--- config.mk ---
export PLATFORM = sky130hd
export DESIGN_NAME = nested_irq_prio
export DESIGN_NICKNAME = d
export VERILOG_FILES = /design/src/include/nested_irq_pkg.sv /design/src/rtl/nested_irq_prio.sv
export SDC_FILE = /design/constraint.sdc
export NUM_CORES = 1
export LEC_CHECK = 0
export BUFFER_PORTS_ARGS = -buffer_cell sky130_fd_sc_hd__buf_2
export CORE_MARGIN = 4
export CORE_UTILIZATION = 55
export CTS_BUF_LIST = sky130_fd_sc_hd__clkbuf_4 sky130_fd_sc_hd__clkbuf_8 sky130_fd_sc_hd__clkbuf_16
export DETAILED_ROUTE_END_ITERATION = 7
export GPL_TIMING_DRIVEN = 0
export PLACE_DENSITY = 0.83
export SYNTH_ARGS = -nofsm -noshare
export SYNTH_HDL_FRONTEND = slang
export SYNTH_SLANG_ARGS = --single-unit
--- constraint.sdc ---
create_clock -name mclk_in -period 4.15 [get_ports mclk_in]
set_clock_uncertainty 0.05 [all_clocks]
set_input_delay 0.6225 -clock mclk_in [delete_from_list [all_inputs] [get_ports mclk_in]]
set_output_delay 0.6225 -clock mclk_in [all_outputs]
set_load 0.02 [all_outputs]
--- src/include/nested_irq_pkg.sv ---
// constants for the interrupt priority and external sensitivity block
// assumes a single cpu clock domain shared with the core
package nested_irq_pkg;
  localparam int unsigned NUM_VEC = 14;
  localparam int unsigned NUM_PINS = 16;
  localparam int unsigned NUM_GRP = 3;
  // register indices on the plain register port
  localparam logic [2:0] ADDR_PRIO0 = 3'h0;
  localparam logic [2:0] ADDR_PRIO1 = 3'h1;
  localparam logic [2:0] ADDR_PRIO2 = 3'h2;
  localparam logic [2:0] ADDR_PRIO3 = 3'h3;
  localparam logic [2:0] ADDR_SENSE = 3'h4;
  localparam logic [7:0] PRIO_RESET = 8'hff;
  localparam logic [7:0] PRIO3_RO_MASK = 8'hf0;
  localparam logic [7:0] SENSE_RESET = 8'h00;
  localparam logic [7:0] READ_UNMAPPED = 8'h00;
  // level codes as held in the cpu current-level bits
  localparam logic [1:0] CODE_L0 = 2'h2;
  localparam logic [1:0] CODE_L1 = 2'h1;
  localparam logic [1:0] CODE_L2 = 2'h0;
  localparam logic [1:0] CODE_L3 = 2'h3;
  // sensitivity codes
  localparam logic [1:0] SENSE_FALL_LOW = 2'h0;
  localparam logic [1:0] SENSE_RISE = 2'h1;
  localparam logic [1:0] SENSE_FALL = 2'h2;
  localparam logic [1:0] SENSE_BOTH = 2'h3;
  // sensitivity register fields
  localparam int unsigned G2_SENSE_LSB = 6;
  localparam int unsigned G2_POL_BIT = 5;
  localparam int unsigned G1_SENSE_LSB = 3;
  localparam int unsigned G0_SENSE_LSB = 1;
  localparam int unsigned G0_POL_BIT = 0;
  // vector numbers
  localparam logic [3:0] VEC_ESTOP = 4'h0;
  localparam logic [3:0] VEC_CLK = 4'h1;
  localparam logic [3:0] VEC_EXT0 = 4'h2;
  localparam logic [3:0] VEC_EXT1 = 4'h3;
  localparam logic [3:0] VEC_EXT2 = 4'h4;
  localparam logic [15:0] VEC_ADDR_RESET = 16'hfffe;
  localparam logic [15:0] VEC_ADDR_TRAP = 16'hfffc;
  localparam logic [15:0] VEC_ADDR_SRC0 = 16'hfffa;
  // sources able to leave halt, and those leaving active-halt only
  localparam logic [13:0] HALT_WAKE_MASK = 14'h111c;
  localparam logic [13:0] AHALT_ONLY_MASK = 14'h0002;
  // pin to group map: group0 pins 0..5, group1 pins 6..9, group2 pins 10..15
  localparam logic [15:0] G0_PINS = 16'h003f;
  localparam logic [15:0] G1_PINS = 16'h03c0;
  localparam logic [15:0] G2_PINS = 16'hfc00;
  // pins whose sensitivity follows a polarity bit
  localparam logic [15:0] G0_POL_PINS = 16'h0038;
  localparam logic [15:0] G2_POL_PINS = 16'h1c00;
endpackage

--- src/rtl/nested_irq_prio.sv ---
// priority registers, current level, vector map and external sensitivity
// assumes the core gives one-cycle instruction and service-entry strobes
//
// The register addresses and strobed register access were chosen for this implementation.
`timescale 1ns/1ns
module nested_irq_prio (
  input wire logic mclk_in,
  input wire logic rst_in,
  input wire logic ce_in,
  input wire logic [2:0] reg_addr_in,
  input wire logic [7:0] reg_wdata_in,
  input wire logic reg_wr_in,
  input wire logic reg_rd_in,
  output logic [7:0] reg_rdata_out,
  input wire logic svc_entry_in,
  input wire logic svc_nonmask_in,
  input wire logic [3:0] svc_vector_in,
  input wire logic svc_pending_in,
  input wire logic enable_irq_instr_in,
  input wire logic disable_irq_instr_in,
  input wire logic trap_instr_in,
  input wire logic halt_instr_in,
  input wire logic wait_instr_in,
  input wire logic irq_return_instr_in,
  input wire logic pop_cc_instr_in,
  input wire logic [1:0] stacked_level_in,
  input wire logic [15:0] ext_pin_in,
  input wire logic [15:0] pin_irq_en_in,
  input wire logic [15:0] pin_forced_low_in,
  input wire logic [13:0] src_req_in,
  output logic cur_level_hi_bit_out,
  output logic cur_level_lo_bit_out,
  output logic branch_if_level3_out,
  output logic branch_if_not_level3_out,
  output logic [27:0] arb_prio_codes_out,
  output logic reenter_req_out,
  output logic [15:0] svc_vector_addr_out,
  output logic [2:0] ext_req_out,
  output logic halt_wake_out,
  output logic active_halt_wake_out
);

  // level number from pair code, higher means more urgent
  function automatic logic [1:0] code_to_level(input logic [1:0] code);
    case (code)
      nested_irq_pkg::CODE_L0: code_to_level = 2'h0;
      nested_irq_pkg::CODE_L1: code_to_level = 2'h1;
      nested_irq_pkg::CODE_L2: code_to_level = 2'h2;
      default: code_to_level = 2'h3;
    endcase
  endfunction

  // merge a write into a priority register, keeping pairs that carry level 0
  function automatic logic [7:0] merge_prio(input logic [7:0] old, input logic [7:0] wr);
    logic [7:0] res;
    res = old;
    for (int i = 0; i < 4; i++)
    begin
      if (wr[2*i +: 2] != nested_irq_pkg::CODE_L0)
      begin
        res[2*i +: 2] = wr[2*i +: 2];
      end
    end
    merge_prio = res;
  endfunction

  // edge and level detection for one pin
  function automatic logic [1:0] detect(input logic [1:0] sense, input logic inv,
                                        input logic now, input logic prev);
    logic rise;
    logic fall;
    logic [1:0] res;
    rise = now & ~prev;
    fall = ~now & prev;
    res = 2'h0;
    case (sense)
      nested_irq_pkg::SENSE_FALL_LOW: res = inv ? {rise, now} : {fall, ~now};
      nested_irq_pkg::SENSE_RISE: res = {(inv ? fall : rise), 1'b0};
      nested_irq_pkg::SENSE_FALL: res = {(inv ? rise : fall), 1'b0};
      default: res = {(rise | fall), 1'b0};
    endcase
    detect = res;
  endfunction

  //////////////////////////////////////////////////////////////////////////
  // priority registers

  logic [7:0] prio [4];
  logic [7:0] sense_ctrl;
  logic [1:0] cur_level;
  logic wr_prio;
  logic wr_sense;
  logic sense_change;
  logic [7:0] next_sense;

  assign wr_prio = ce_in & reg_wr_in & (reg_addr_in <= nested_irq_pkg::ADDR_PRIO3);
  assign wr_sense = ce_in & reg_wr_in & (reg_addr_in == nested_irq_pkg::ADDR_SENSE);

  always_ff @(posedge mclk_in or posedge rst_in)
  begin
    if (rst_in)
    begin
      for (int i = 0; i < 4; i++)
      begin
        prio[i] <= nested_irq_pkg::PRIO_RESET;
      end
    end
    else if (wr_prio)
    begin
      prio[reg_addr_in[1:0]] <= merge_prio(prio[reg_addr_in[1:0]], reg_wdata_in);
    end
  end

  // upper nibble of the last register is held at ones
  function automatic logic [7:0] prio_view(input logic [1:0] idx, input logic [7:0] val);
    prio_view = (idx == 2'h3) ? (val | nested_irq_pkg::PRIO3_RO_MASK) : val;
  endfunction

  //////////////////////////////////////////////////////////////////////////
  // sensitivity register

  assign next_sense = reg_wdata_in;
  assign sense_change = wr_sense & (cur_level == nested_irq_pkg::CODE_L3)
                        & (next_sense != sense_ctrl);

  always_ff @(posedge mclk_in or posedge rst_in)
  begin
    if (rst_in)
    begin
      sense_ctrl <= nested_irq_pkg::SENSE_RESET;
    end
    else if (wr_sense && cur_level == nested_irq_pkg::CODE_L3)
    begin
      sense_ctrl <= next_sense;
    end
  end

  //////////////////////////////////////////////////////////////////////////
  // register read port

  always_ff @(posedge mclk_in or posedge rst_in)
  begin
    if (rst_in)
    begin
      reg_rdata_out <= nested_irq_pkg::READ_UNMAPPED;
    end
    else if (ce_in)
    begin
      if (!reg_rd_in)
      begin
        reg_rdata_out <= nested_irq_pkg::READ_UNMAPPED;
      end
      else if (reg_addr_in <= nested_irq_pkg::ADDR_PRIO3)
      begin
        reg_rdata_out <= prio_view(reg_addr_in[1:0], prio[reg_addr_in[1:0]]);
      end
      else if (reg_addr_in == nested_irq_pkg::ADDR_SENSE)
      begin
        reg_rdata_out <= sense_ctrl;
      end
      else
      begin
        reg_rdata_out <= nested_irq_pkg::READ_UNMAPPED;
      end
    end
  end

  //////////////////////////////////////////////////////////////////////////
  // per-vector codes and current level

  logic [1:0] vec_code [nested_irq_pkg::NUM_VEC];

  always_comb
  begin
    for (int v = 0; v < nested_irq_pkg::NUM_VEC; v++)
    begin
      vec_code[v] = prio[v / 4][2 * (v % 4) +: 2];
      arb_prio_codes_out[2*v +: 2] = vec_code[v];
    end
    arb_prio_codes_out[1:0] = nested_irq_pkg::CODE_L3;
  end

  logic svc_top;
  assign svc_top = svc_nonmask_in | (svc_vector_in == nested_irq_pkg::VEC_ESTOP);

  always_ff @(posedge mclk_in or posedge rst_in)
  begin
    if (rst_in)
    begin
      cur_level <= nested_irq_pkg::CODE_L3;
    end
    else if (ce_in)
    begin
      if (svc_entry_in && svc_top)
      begin
        cur_level <= nested_irq_pkg::CODE_L3;
      end
      else if (svc_entry_in)
      begin
        cur_level <= vec_code[svc_vector_in];
      end
      else if (disable_irq_instr_in || trap_instr_in)
      begin
        cur_level <= nested_irq_pkg::CODE_L3;
      end
      else if (enable_irq_instr_in || halt_instr_in || wait_instr_in)
      begin
        cur_level <= nested_irq_pkg::CODE_L0;
      end
      else if (irq_return_instr_in || pop_cc_instr_in)
      begin
        cur_level <= stacked_level_in;
      end
    end
  end

  assign cur_level_hi_bit_out = cur_level[1];
  assign cur_level_lo_bit_out = cur_level[0];
  assign branch_if_level3_out = (cur_level == nested_irq_pkg::CODE_L3);
  assign branch_if_not_level3_out = (cur_level != nested_irq_pkg::CODE_L3);

  // active maskable vector, captured at entry
  logic [3:0] active_vec;
  logic active_maskable;

  always_ff @(posedge mclk_in or posedge rst_in)
  begin
    if (rst_in)
    begin
      active_vec <= nested_irq_pkg::VEC_ESTOP;
      active_maskable <= 1'b0;
    end
    else if (ce_in && svc_entry_in)
    begin
      active_vec <= svc_vector_in;
      active_maskable <= ~svc_top;
    end
    else if (ce_in && irq_return_instr_in)
    begin
      active_maskable <= 1'b0;
    end
  end

  assign reenter_req_out = active_maskable & svc_pending_in
    & (code_to_level(vec_code[active_vec]) > code_to_level(cur_level));

  assign svc_vector_addr_out = svc_nonmask_in
    ? (svc_vector_in[0] ? nested_irq_pkg::VEC_ADDR_TRAP : nested_irq_pkg::VEC_ADDR_RESET)
    : nested_irq_pkg::VEC_ADDR_SRC0 - {11'h000, svc_vector_in, 1'b0};

  //////////////////////////////////////////////////////////////////////////
  // external pins

  logic [15:0] pin_meta;
  logic [15:0] pin_sync;
  logic [15:0] pin_prev;

  always_ff @(posedge mclk_in or posedge rst_in)
  begin
    if (rst_in)
    begin
      pin_meta <= 16'hffff;
      pin_sync <= 16'hffff;
      pin_prev <= 16'hffff;
    end
    else if (ce_in)
    begin
      pin_meta <= ext_pin_in;
      pin_sync <= pin_meta;
      pin_prev <= pin_sync;
    end
  end

  logic [15:0] pin_edge;
  logic [15:0] pin_level;
  logic [1:0] pin_det;
  logic [1:0] pin_sense;
  logic pin_inv;

  always_comb
  begin
    pin_edge = 16'h0000;
    pin_level = 16'h0000;
    pin_det = 2'h0;
    pin_sense = 2'h0;
    pin_inv = 1'b0;
    for (int p = 0; p < nested_irq_pkg::NUM_PINS; p++)
    begin
      if (nested_irq_pkg::G2_PINS[p])
      begin
        pin_sense = sense_ctrl[nested_irq_pkg::G2_SENSE_LSB +: 2];
        pin_inv = sense_ctrl[nested_irq_pkg::G2_POL_BIT]
                  & nested_irq_pkg::G2_POL_PINS[p];
      end
      else if (nested_irq_pkg::G1_PINS[p])
      begin
        pin_sense = sense_ctrl[nested_irq_pkg::G1_SENSE_LSB +: 2];
        pin_inv = 1'b0;
      end
      else
      begin
        pin_sense = sense_ctrl[nested_irq_pkg::G0_SENSE_LSB +: 2];
        pin_inv = sense_ctrl[nested_irq_pkg::G0_POL_BIT]
                  & nested_irq_pkg::G0_POL_PINS[p];
      end
      pin_det = detect(pin_sense, pin_inv, pin_sync[p], pin_prev[p]);
      pin_edge[p] = pin_det[1] & pin_irq_en_in[p];
      pin_level[p] = pin_det[0] & pin_irq_en_in[p];
    end
  end

  logic [15:0] grp_pins [nested_irq_pkg::NUM_GRP];
  assign grp_pins[0] = nested_irq_pkg::G0_PINS;
  assign grp_pins[1] = nested_irq_pkg::G1_PINS;
  assign grp_pins[2] = nested_irq_pkg::G2_PINS;

  logic [2:0] ext_pend;
  logic [2:0] grp_set;
  logic [2:0] grp_level;
  logic [2:0] grp_mask;
  logic [2:0] grp_ack;

  always_comb
  begin
    for (int g = 0; g < nested_irq_pkg::NUM_GRP; g++)
    begin
      grp_set[g] = |(pin_edge & grp_pins[g]);
      grp_level[g] = |(pin_level & grp_pins[g]);
      grp_mask[g] = |(pin_forced_low_in & pin_irq_en_in & grp_pins[g]);
      grp_ack[g] = svc_entry_in & ~svc_nonmask_in
                   & (svc_vector_in == nested_irq_pkg::VEC_EXT0 + 4'(g));
    end
  end

  // a new edge wins over any clear in the same cycle
  always_ff @(posedge mclk_in or posedge rst_in)
  begin
    if (rst_in)
    begin
      ext_pend <= 3'h0;
    end
    else if (ce_in)
    begin
      ext_pend <= grp_set | (ext_pend & ~grp_ack & ~{3{sense_change}});
    end
  end

  assign ext_req_out = (ext_pend | grp_level) & ~grp_mask;

  //////////////////////////////////////////////////////////////////////////
  // halt exit

  logic [13:0] all_req;
  always_comb
  begin
    all_req = src_req_in;
    all_req[nested_irq_pkg::VEC_EXT0 +: 3] = ext_req_out;
  end

  assign halt_wake_out = |(all_req & nested_irq_pkg::HALT_WAKE_MASK);
  assign active_halt_wake_out = |(all_req & (nested_irq_pkg::HALT_WAKE_MASK
                                | nested_irq_pkg::AHALT_ONLY_MASK));
endmodule

# Yosys cells after proc, flatten, opt, wreduce, memory -nomap -nowiden
# Index checks and enable logic that the tools add are counted.
# op_classes
add_sub_neg	1
n_lt_le_gt_ge	6
n_eq_ne	22
muxes	69
bitwise	138
n_reduce_logical	29
# op_table
cell	n
$pmux W2 S3	18
$and A1 B1 Y1	75
$mux W8	7
$mux W2	24
$reduce_or A6 Y1	7
$not A1 Y1	34
$bwmux W32	1
$or A1 B1 Y1	17
$and A16 B16 Y16	1
$bmux W2 S4	2
$bmux W8 S2	1
$demux W8 S2	1
$mux W16	1
$eq A2 B2 Y1 const B	7
$mux W1	14
$reduce_or A4 Y1	3
$eq A2 B1 Y1 const B	5
$ge A5 B5 Y1 const B	2
$logic_not A2 Y1	5
$ne A2 B2 Y1 const B	5
$not A4 Y5	2
$and A3 B3 Y3	3
$not A3 Y3	3
$eq A4 B2 Y1 const B	2
other kinds (17)	25
# word_totals
register_bits	106
input_bits	94

# Depth between registers and ports, before layout
# logic_depth
ltp_word	9
mapped_depth	9

# Least setup slack after synthesis
# OpenSTA, ideal clock, no wires.
# synth_path
path_type	register to output
startpoint	reg active_vec[0]
endpoint	out reenter_req_out
t_arrival_ps	2498
slack_ps	979
path_stages_with_launch	7
path_cell_list	dfrtp_1 -> buf_6 -> mux4_1 -> mux4_2 -> xor2_1 -> ha_1 -> a211oi_1
# synth_between
elab_chain_len	8
# synth_lines
element	line	text
start, declared	nested_irq_prio.sv:223	logic [3:0] active_vec;
start signal, assigned	nested_irq_prio.sv:230	active_vec <= nested_irq_pkg::VEC_ESTOP;
start signal, assigned	nested_irq_prio.sv:235	active_vec <= svc_vector_in;
$not A4 Y5 (not written as such) *	nested_irq_prio.sv:245	& (code_to_level(vec_code[active_vec]) > code_to_level(cur_level));
$bmux W2 S4 *	nested_irq_prio.sv:245	
$mux W2 (not written as such) * (2 in a row)	nested_irq_prio.sv:245	
$eq A2 B1 Y1, or another cell as far along	nested_irq_prio.sv:45	case (code)
$pmux W2 S3 *	nested_irq_prio.sv:45	
$gt A2 B2 Y1 *	nested_irq_prio.sv:245	
$and A1 B1 Y1 *	nested_irq_prio.sv:245	
end, declared	nested_irq_prio.sv:36	output logic reenter_req_out,
# Every way passes the cells marked *; elsewhere a longest branch is shown, timed or not. The select of a mux whose other input is x is not followed.

# Final worst setup path
# Ends and elaborated chain as after synthesis.

==> metrics.log <==
INFO  metric post_cts.repair.setup_buffers = 0
INFO  metric post_synth_main_area_contributors = sky130_fd_sc_hd__dfstp_2, sky130_fd_sc_hd__dfrtp_1, sky130_fd_sc_hd__mux2_2
INFO  metric place_congestion = 0.929
INFO  metric num_antenna_cells = 0
INFO  metric r2r-start = pin_sync[11]
INFO  metric io_buffers = ~130
INFO  metric fin_worst_hold_slack = approximately 270 ps
INFO  metric sw_frac_of_total = about 34%
INFO  metric hold_buffers = 0
INFO  metric part_of_the_power_in_the_clock_network = approximately a quarter
INFO  metric area_growth = 17.6%
INFO  metric die_y = approximately 120 um
INFO  metric ios = between 150 and 200
INFO  metric core_area = about 12,000 um2
INFO  metric run_status = complete, no violations
INFO  metric power_switching = between 0.001 and 0.0015 W
INFO  metric placementRows = 40
INFO  metric ys_types = 61
INFO  metric timing_worst_slew_pin_value = between 600 and 700 ps
INFO  metric proportion_of_register_bits_with_asynchronous_set_or_reset_after_synthesis = between 90% and 100%
INFO  metric antenna_violating_nets_post_route = 0
INFO  metric crit_path_max_incr_delay = around 590 ps
INFO  metric tritoncts = yes
INFO  metric avgRoutedWirePerCell = roughly 18 um
INFO  metric max_freq = 0.286 GHz
INFO  metric fin_crit_sh = 84.3%
INFO  metric timing.critical_path.fanout_max = 9
INFO  metric clock_tree.buffer_depth = 2
INFO  metric timing.final.hold_violations = 0
INFO  metric drt_wl_total = 17.7 mm
INFO  metric unrepaired_setup_endpoints_after_global_routing = no
INFO  metric place_area = ~7800 um2
INFO  metric synthDominantCellAreaShare = between 30% and 40%
INFO  metric type_of_the_worst_min_delay_path = primary input to async pin
INFO  metric cap_violations = 0
INFO  metric yosys_warnings = 0
INFO  metric endpoint_kind = output port
INFO  metric grt_antenna_before_repair = 1
INFO  metric grt_first_pass_wirelength = approximately 29 mm
INFO  metric kind_of_critical_path = flop to output port
INFO  metric numCtsBuffers = 9
INFO  metric combPwrFrac = roughly a third
INFO  metric finalCriticalPeriod = 3500 ps
INFO  metric globalRouteOverflowTotal = 0
INFO  metric synth_cells = between 600 and 700
INFO  metric power_frac_seq = 43.0%
INFO  metric standard_cell_with_the_maximum_stage_delay_on_the_critical_path = sky130_fd_sc_hd__mux4_1
INFO  metric syn_area_per_cell = about 10 um2
INFO  metric grt_pass1_vias = about 5,700
INFO  metric leakage = around 3.6 nW
INFO  metric synth_top_cell_by_area = sky130_fd_sc_hd__dfstp_2
INFO  metric drv_slew = 0
INFO  metric dp.final_hpwl = 13.6 mm
INFO  metric vias_post_dr = approximately 5,700
INFO  metric post_synth_edffs = 0
INFO  metric path_cells = buf_6 -> mux4_1 -> mux2i_1 -> nor2_1 -> a21oi_2 -> xor2_1 -> ha_1 -> a211oi_1 -> buf_2
INFO  metric layout.cell_area.non_filler = roughly 8000 um2
INFO  metric layout.filler_cells = 978
INFO  metric clk_pin_slew = about 70 ps
INFO  metric vias_per_cell = 5.73
INFO  metric cellPowerDensity = around 430 nW/um2
INFO  metric cts_sinks = around 110
INFO  metric intPower = between 0.002 and 0.0025 W
INFO  metric dominantRegCellSynth = sky130_fd_sc_hd__dfstp_2
INFO  metric clockRootBuffer = sky130_fd_sc_hd__clkbuf_16
INFO  metric setup_viol = 0
INFO  metric drtIter0Drc = 559
INFO  metric floorplan.initialDensity = a little under three fifths
INFO  metric vdd_ir_drop_max = between 0.2 and 0.25 mV
INFO  metric die_w = 120 um
INFO  metric crit_arrival = about 2800 ps
INFO  metric cts_htree_levels = 3
INFO  metric grt_start_max_net_pins = 66
INFO  metric cts.repair.resized = 0
INFO  metric design.die.area = 14,300 um2
INFO  metric yosys_register_bits = approximately 110
INFO  metric timing.slew.headroom = between 50% and 60%
INFO  metric firstDrtPassIters = 5
INFO  metric synth.cell_area = around 6800 um2
INFO  metric worstSkewPairLatency = 350 ps
INFO  metric route.detailed.drc = 0
INFO  metric critical_path.startpoint = active_vec[0]
INFO  metric synth.yosys.seq_area_share = 40.3%
INFO  metric worst-endpoint-required = roughly 3500 ps
INFO  metric drive_gt1_share = between 40% and 50%
INFO  metric final_net_count = roughly 960
INFO  metric grt_usage = between 20% and 30%
INFO  metric worstSetupStartpointType = flop
[logic make-up after synthesis]
| logic type | after synthesis | share of synthesized area [%] |
|---|---|---|
| flops | 106 | 40.3 |
| mux | 71 | 15.0 |
| fa+ha+maj | 37 | 6.76 |
| compound gates | 168 | 16.1 |
| buf+inv | 127 | 9.89 |
| simple gates | 151 | 10.4 |
| xor+xnor | 12 | 1.54 |
| other cells | 2 | 0.110 |
[worst max-delay path, delay by kind of cell, from the launching register on]
kind	cells	cell delay, ps
muxes	2	830
AOI/OAI and AO/OA	2	410
buffers and inverters	2	360
DFF	1	340
adders and majority gates	1	260
xor gates and xnor gates	1	180
and+or+nand+nor	1	90
[cell type report]
cell class | count | area [um2] | share of cell area (%)
Sequential cell | 106 | 2760 | 34.2
Clock inverter | 5 | 38.8 | 0.482
Inverter | 50 | 190 | 2.36
Timing Repair Buffer | 129 | 668 | 8.30
Tap cell | 168 | 210 | 2.61
Buffer | 77 | 489 | 6.08
Multi-Input combinational cell | 452 | 3450 | 42.9
Clock buffer | 11 | 240 | 2.99
[synthesized netlist by cell type (6+ instances only)]
cell / instances
sky130_fd_sc_hd__dfrtp_1: 24
sky130_fd_sc_hd__mux4_2: 14
sky130_fd_sc_hd__clkbuf_1: 21
sky130_fd_sc_hd__a22oi_1: 15
sky130_fd_sc_hd__a21oi_1: 32
sky130_fd_sc_hd__ha_1: 37
sky130_fd_sc_hd__mux2_2: 45
sky130_fd_sc_hd__o211ai_1: 10
sky130_fd_sc_hd__buf_2: 10
sky130_fd_sc_hd__or2_2: 6
sky130_fd_sc_hd__nand2_1: 65
sky130_fd_sc_hd__o2bb2ai_1: 8
sky130_fd_sc_hd__dfstp_2: 82
sky130_fd_sc_hd__a21boi_0: 6
sky130_fd_sc_hd__mux2i_1: 7
sky130_fd_sc_hd__nand3_1: 8
sky130_fd_sc_hd__inv_1: 50
sky130_fd_sc_hd__o21ai_0: 48
sky130_fd_sc_hd__xnor2_1: 10
sky130_fd_sc_hd__nor2b_1: 11
sky130_fd_sc_hd__nor2_1: 33
sky130_fd_sc_hd__nand2b_1: 10
sky130_fd_sc_hd__buf_4: 40
[path summary, 6_finish.rpt]
kind                       cells past startpoint  slack [ps]          endpoint
max reg2reg                                    7        1820       ext_pend[2]
max in group asynchronous                      3        3050      pin_sync[12]
min in group mclk_in                           2         440       pin_sync[4]
min reg2reg                                    2         440       pin_sync[4]
min                                            2         270  reg_rdata_out[7]
max                                            9         650   reenter_req_out
[power groups by stage]
| stage | Combinational, W | Sequential (W) | Clock [W] |
|---|---|---|---|
| final | 0.00114 | 0.00147 | 0.000815 |
| after global routing | 0.00126 | 0.00149 | 0.000862 |
| after CTS | 0.00114 | 0.00147 | 0.000820 |
| after detailed placement | 0.00113 | 0.00148 | 0 |
| after global placement | 0.00109 | 0.00147 | 0 |
| after floorplan | 0.000837 | 0.00142 | 0 |
[flip-flops by register name, summed over array words and instances, names as in the netlist]
register	flops
pin_meta	16
pin_prev	16
active_vec	4
sense_ctrl	8
reg_rdata_out	8
arb_prio_codes_out	26
prio	6
cur_level	2
pin_sync	16
active_maskable	1
ext_pend	3
[layout by cell type (no fill, tap or decap), types with 4 or more instances in the layout]
| cell | netlist | final |
|---|---|---|
| sky130_fd_sc_hd__nand3_1 | 8 | 8 |
| sky130_fd_sc_hd__inv_1 | 50 | 49 |
| sky130_fd_sc_hd__conb_1 | 2 | 13 |
| sky130_fd_sc_hd__o21a_1 | 5 | 5 |
| sky130_fd_sc_hd__nor2b_1 | 11 | 11 |
| sky130_fd_sc_hd__nand2_1 | 65 | 65 |
| sky130_fd_sc_hd__buf_2 | 10 | 138 |
| sky130_fd_sc_hd__ha_1 | 37 | 37 |
| sky130_fd_sc_hd__mux2_2 | 45 | 45 |
| sky130_fd_sc_hd__clkbuf_16 | 0 | 9 |
| sky130_fd_sc_hd__o21ai_0 | 48 | 48 |
| sky130_fd_sc_hd__a31oi_1 | 4 | 4 |
| sky130_fd_sc_hd__mux2i_1 | 7 | 7 |
| sky130_fd_sc_hd__xnor2_1 | 10 | 10 |
| sky130_fd_sc_hd__mux4_2 | 14 | 14 |
| sky130_fd_sc_hd__buf_6 | 5 | 5 |
| sky130_fd_sc_hd__or2_2 | 6 | 6 |
| sky130_fd_sc_hd__clkbuf_1 | 21 | 21 |
| sky130_fd_sc_hd__mux4_1 | 5 | 5 |
| sky130_fd_sc_hd__dfstp_2 | 82 | 82 |
| sky130_fd_sc_hd__a21boi_0 | 6 | 6 |
| sky130_fd_sc_hd__o2bb2ai_1 | 8 | 8 |
| sky130_fd_sc_hd__dfrtp_1 | 24 | 24 |
| sky130_fd_sc_hd__nand4_1 | 5 | 5 |
| sky130_fd_sc_hd__o211ai_1 | 10 | 10 |
| sky130_fd_sc_hd__buf_4 | 40 | 40 |
| sky130_fd_sc_hd__a22oi_1 | 15 | 15 |
| sky130_fd_sc_hd__nor2_1 | 33 | 33 |
| sky130_fd_sc_hd__nand2b_1 | 10 | 10 |
| sky130_fd_sc_hd__a21oi_1 | 32 | 32 |
[stage by stage]
step                      utilization (%)  cells  setup WS (ps)  total power, W  TNS (ps)
after global routing                 66.4    998            501         0.00361         0
final                                66.4    998            652         0.00343         0
after CTS                            66.4    998            608         0.00342         0
after floorplan                         -    685            824         0.00226         0
after detailed placement             64.1    982           1030         0.00261         0
after global placement               63.9    981           -423         0.00256    -10010
[routing by layer]
metal	vias up	global-route usage [%]	part of all wire, %
met5	-	0	0.040
met4	2	7.95	2.0
met3	39	5.84	9.4
met2	271	40.3	47
met1	2762	34.1	42
li1	2646	-	-
No activity file was read; power rests on OpenSTA's default activity.
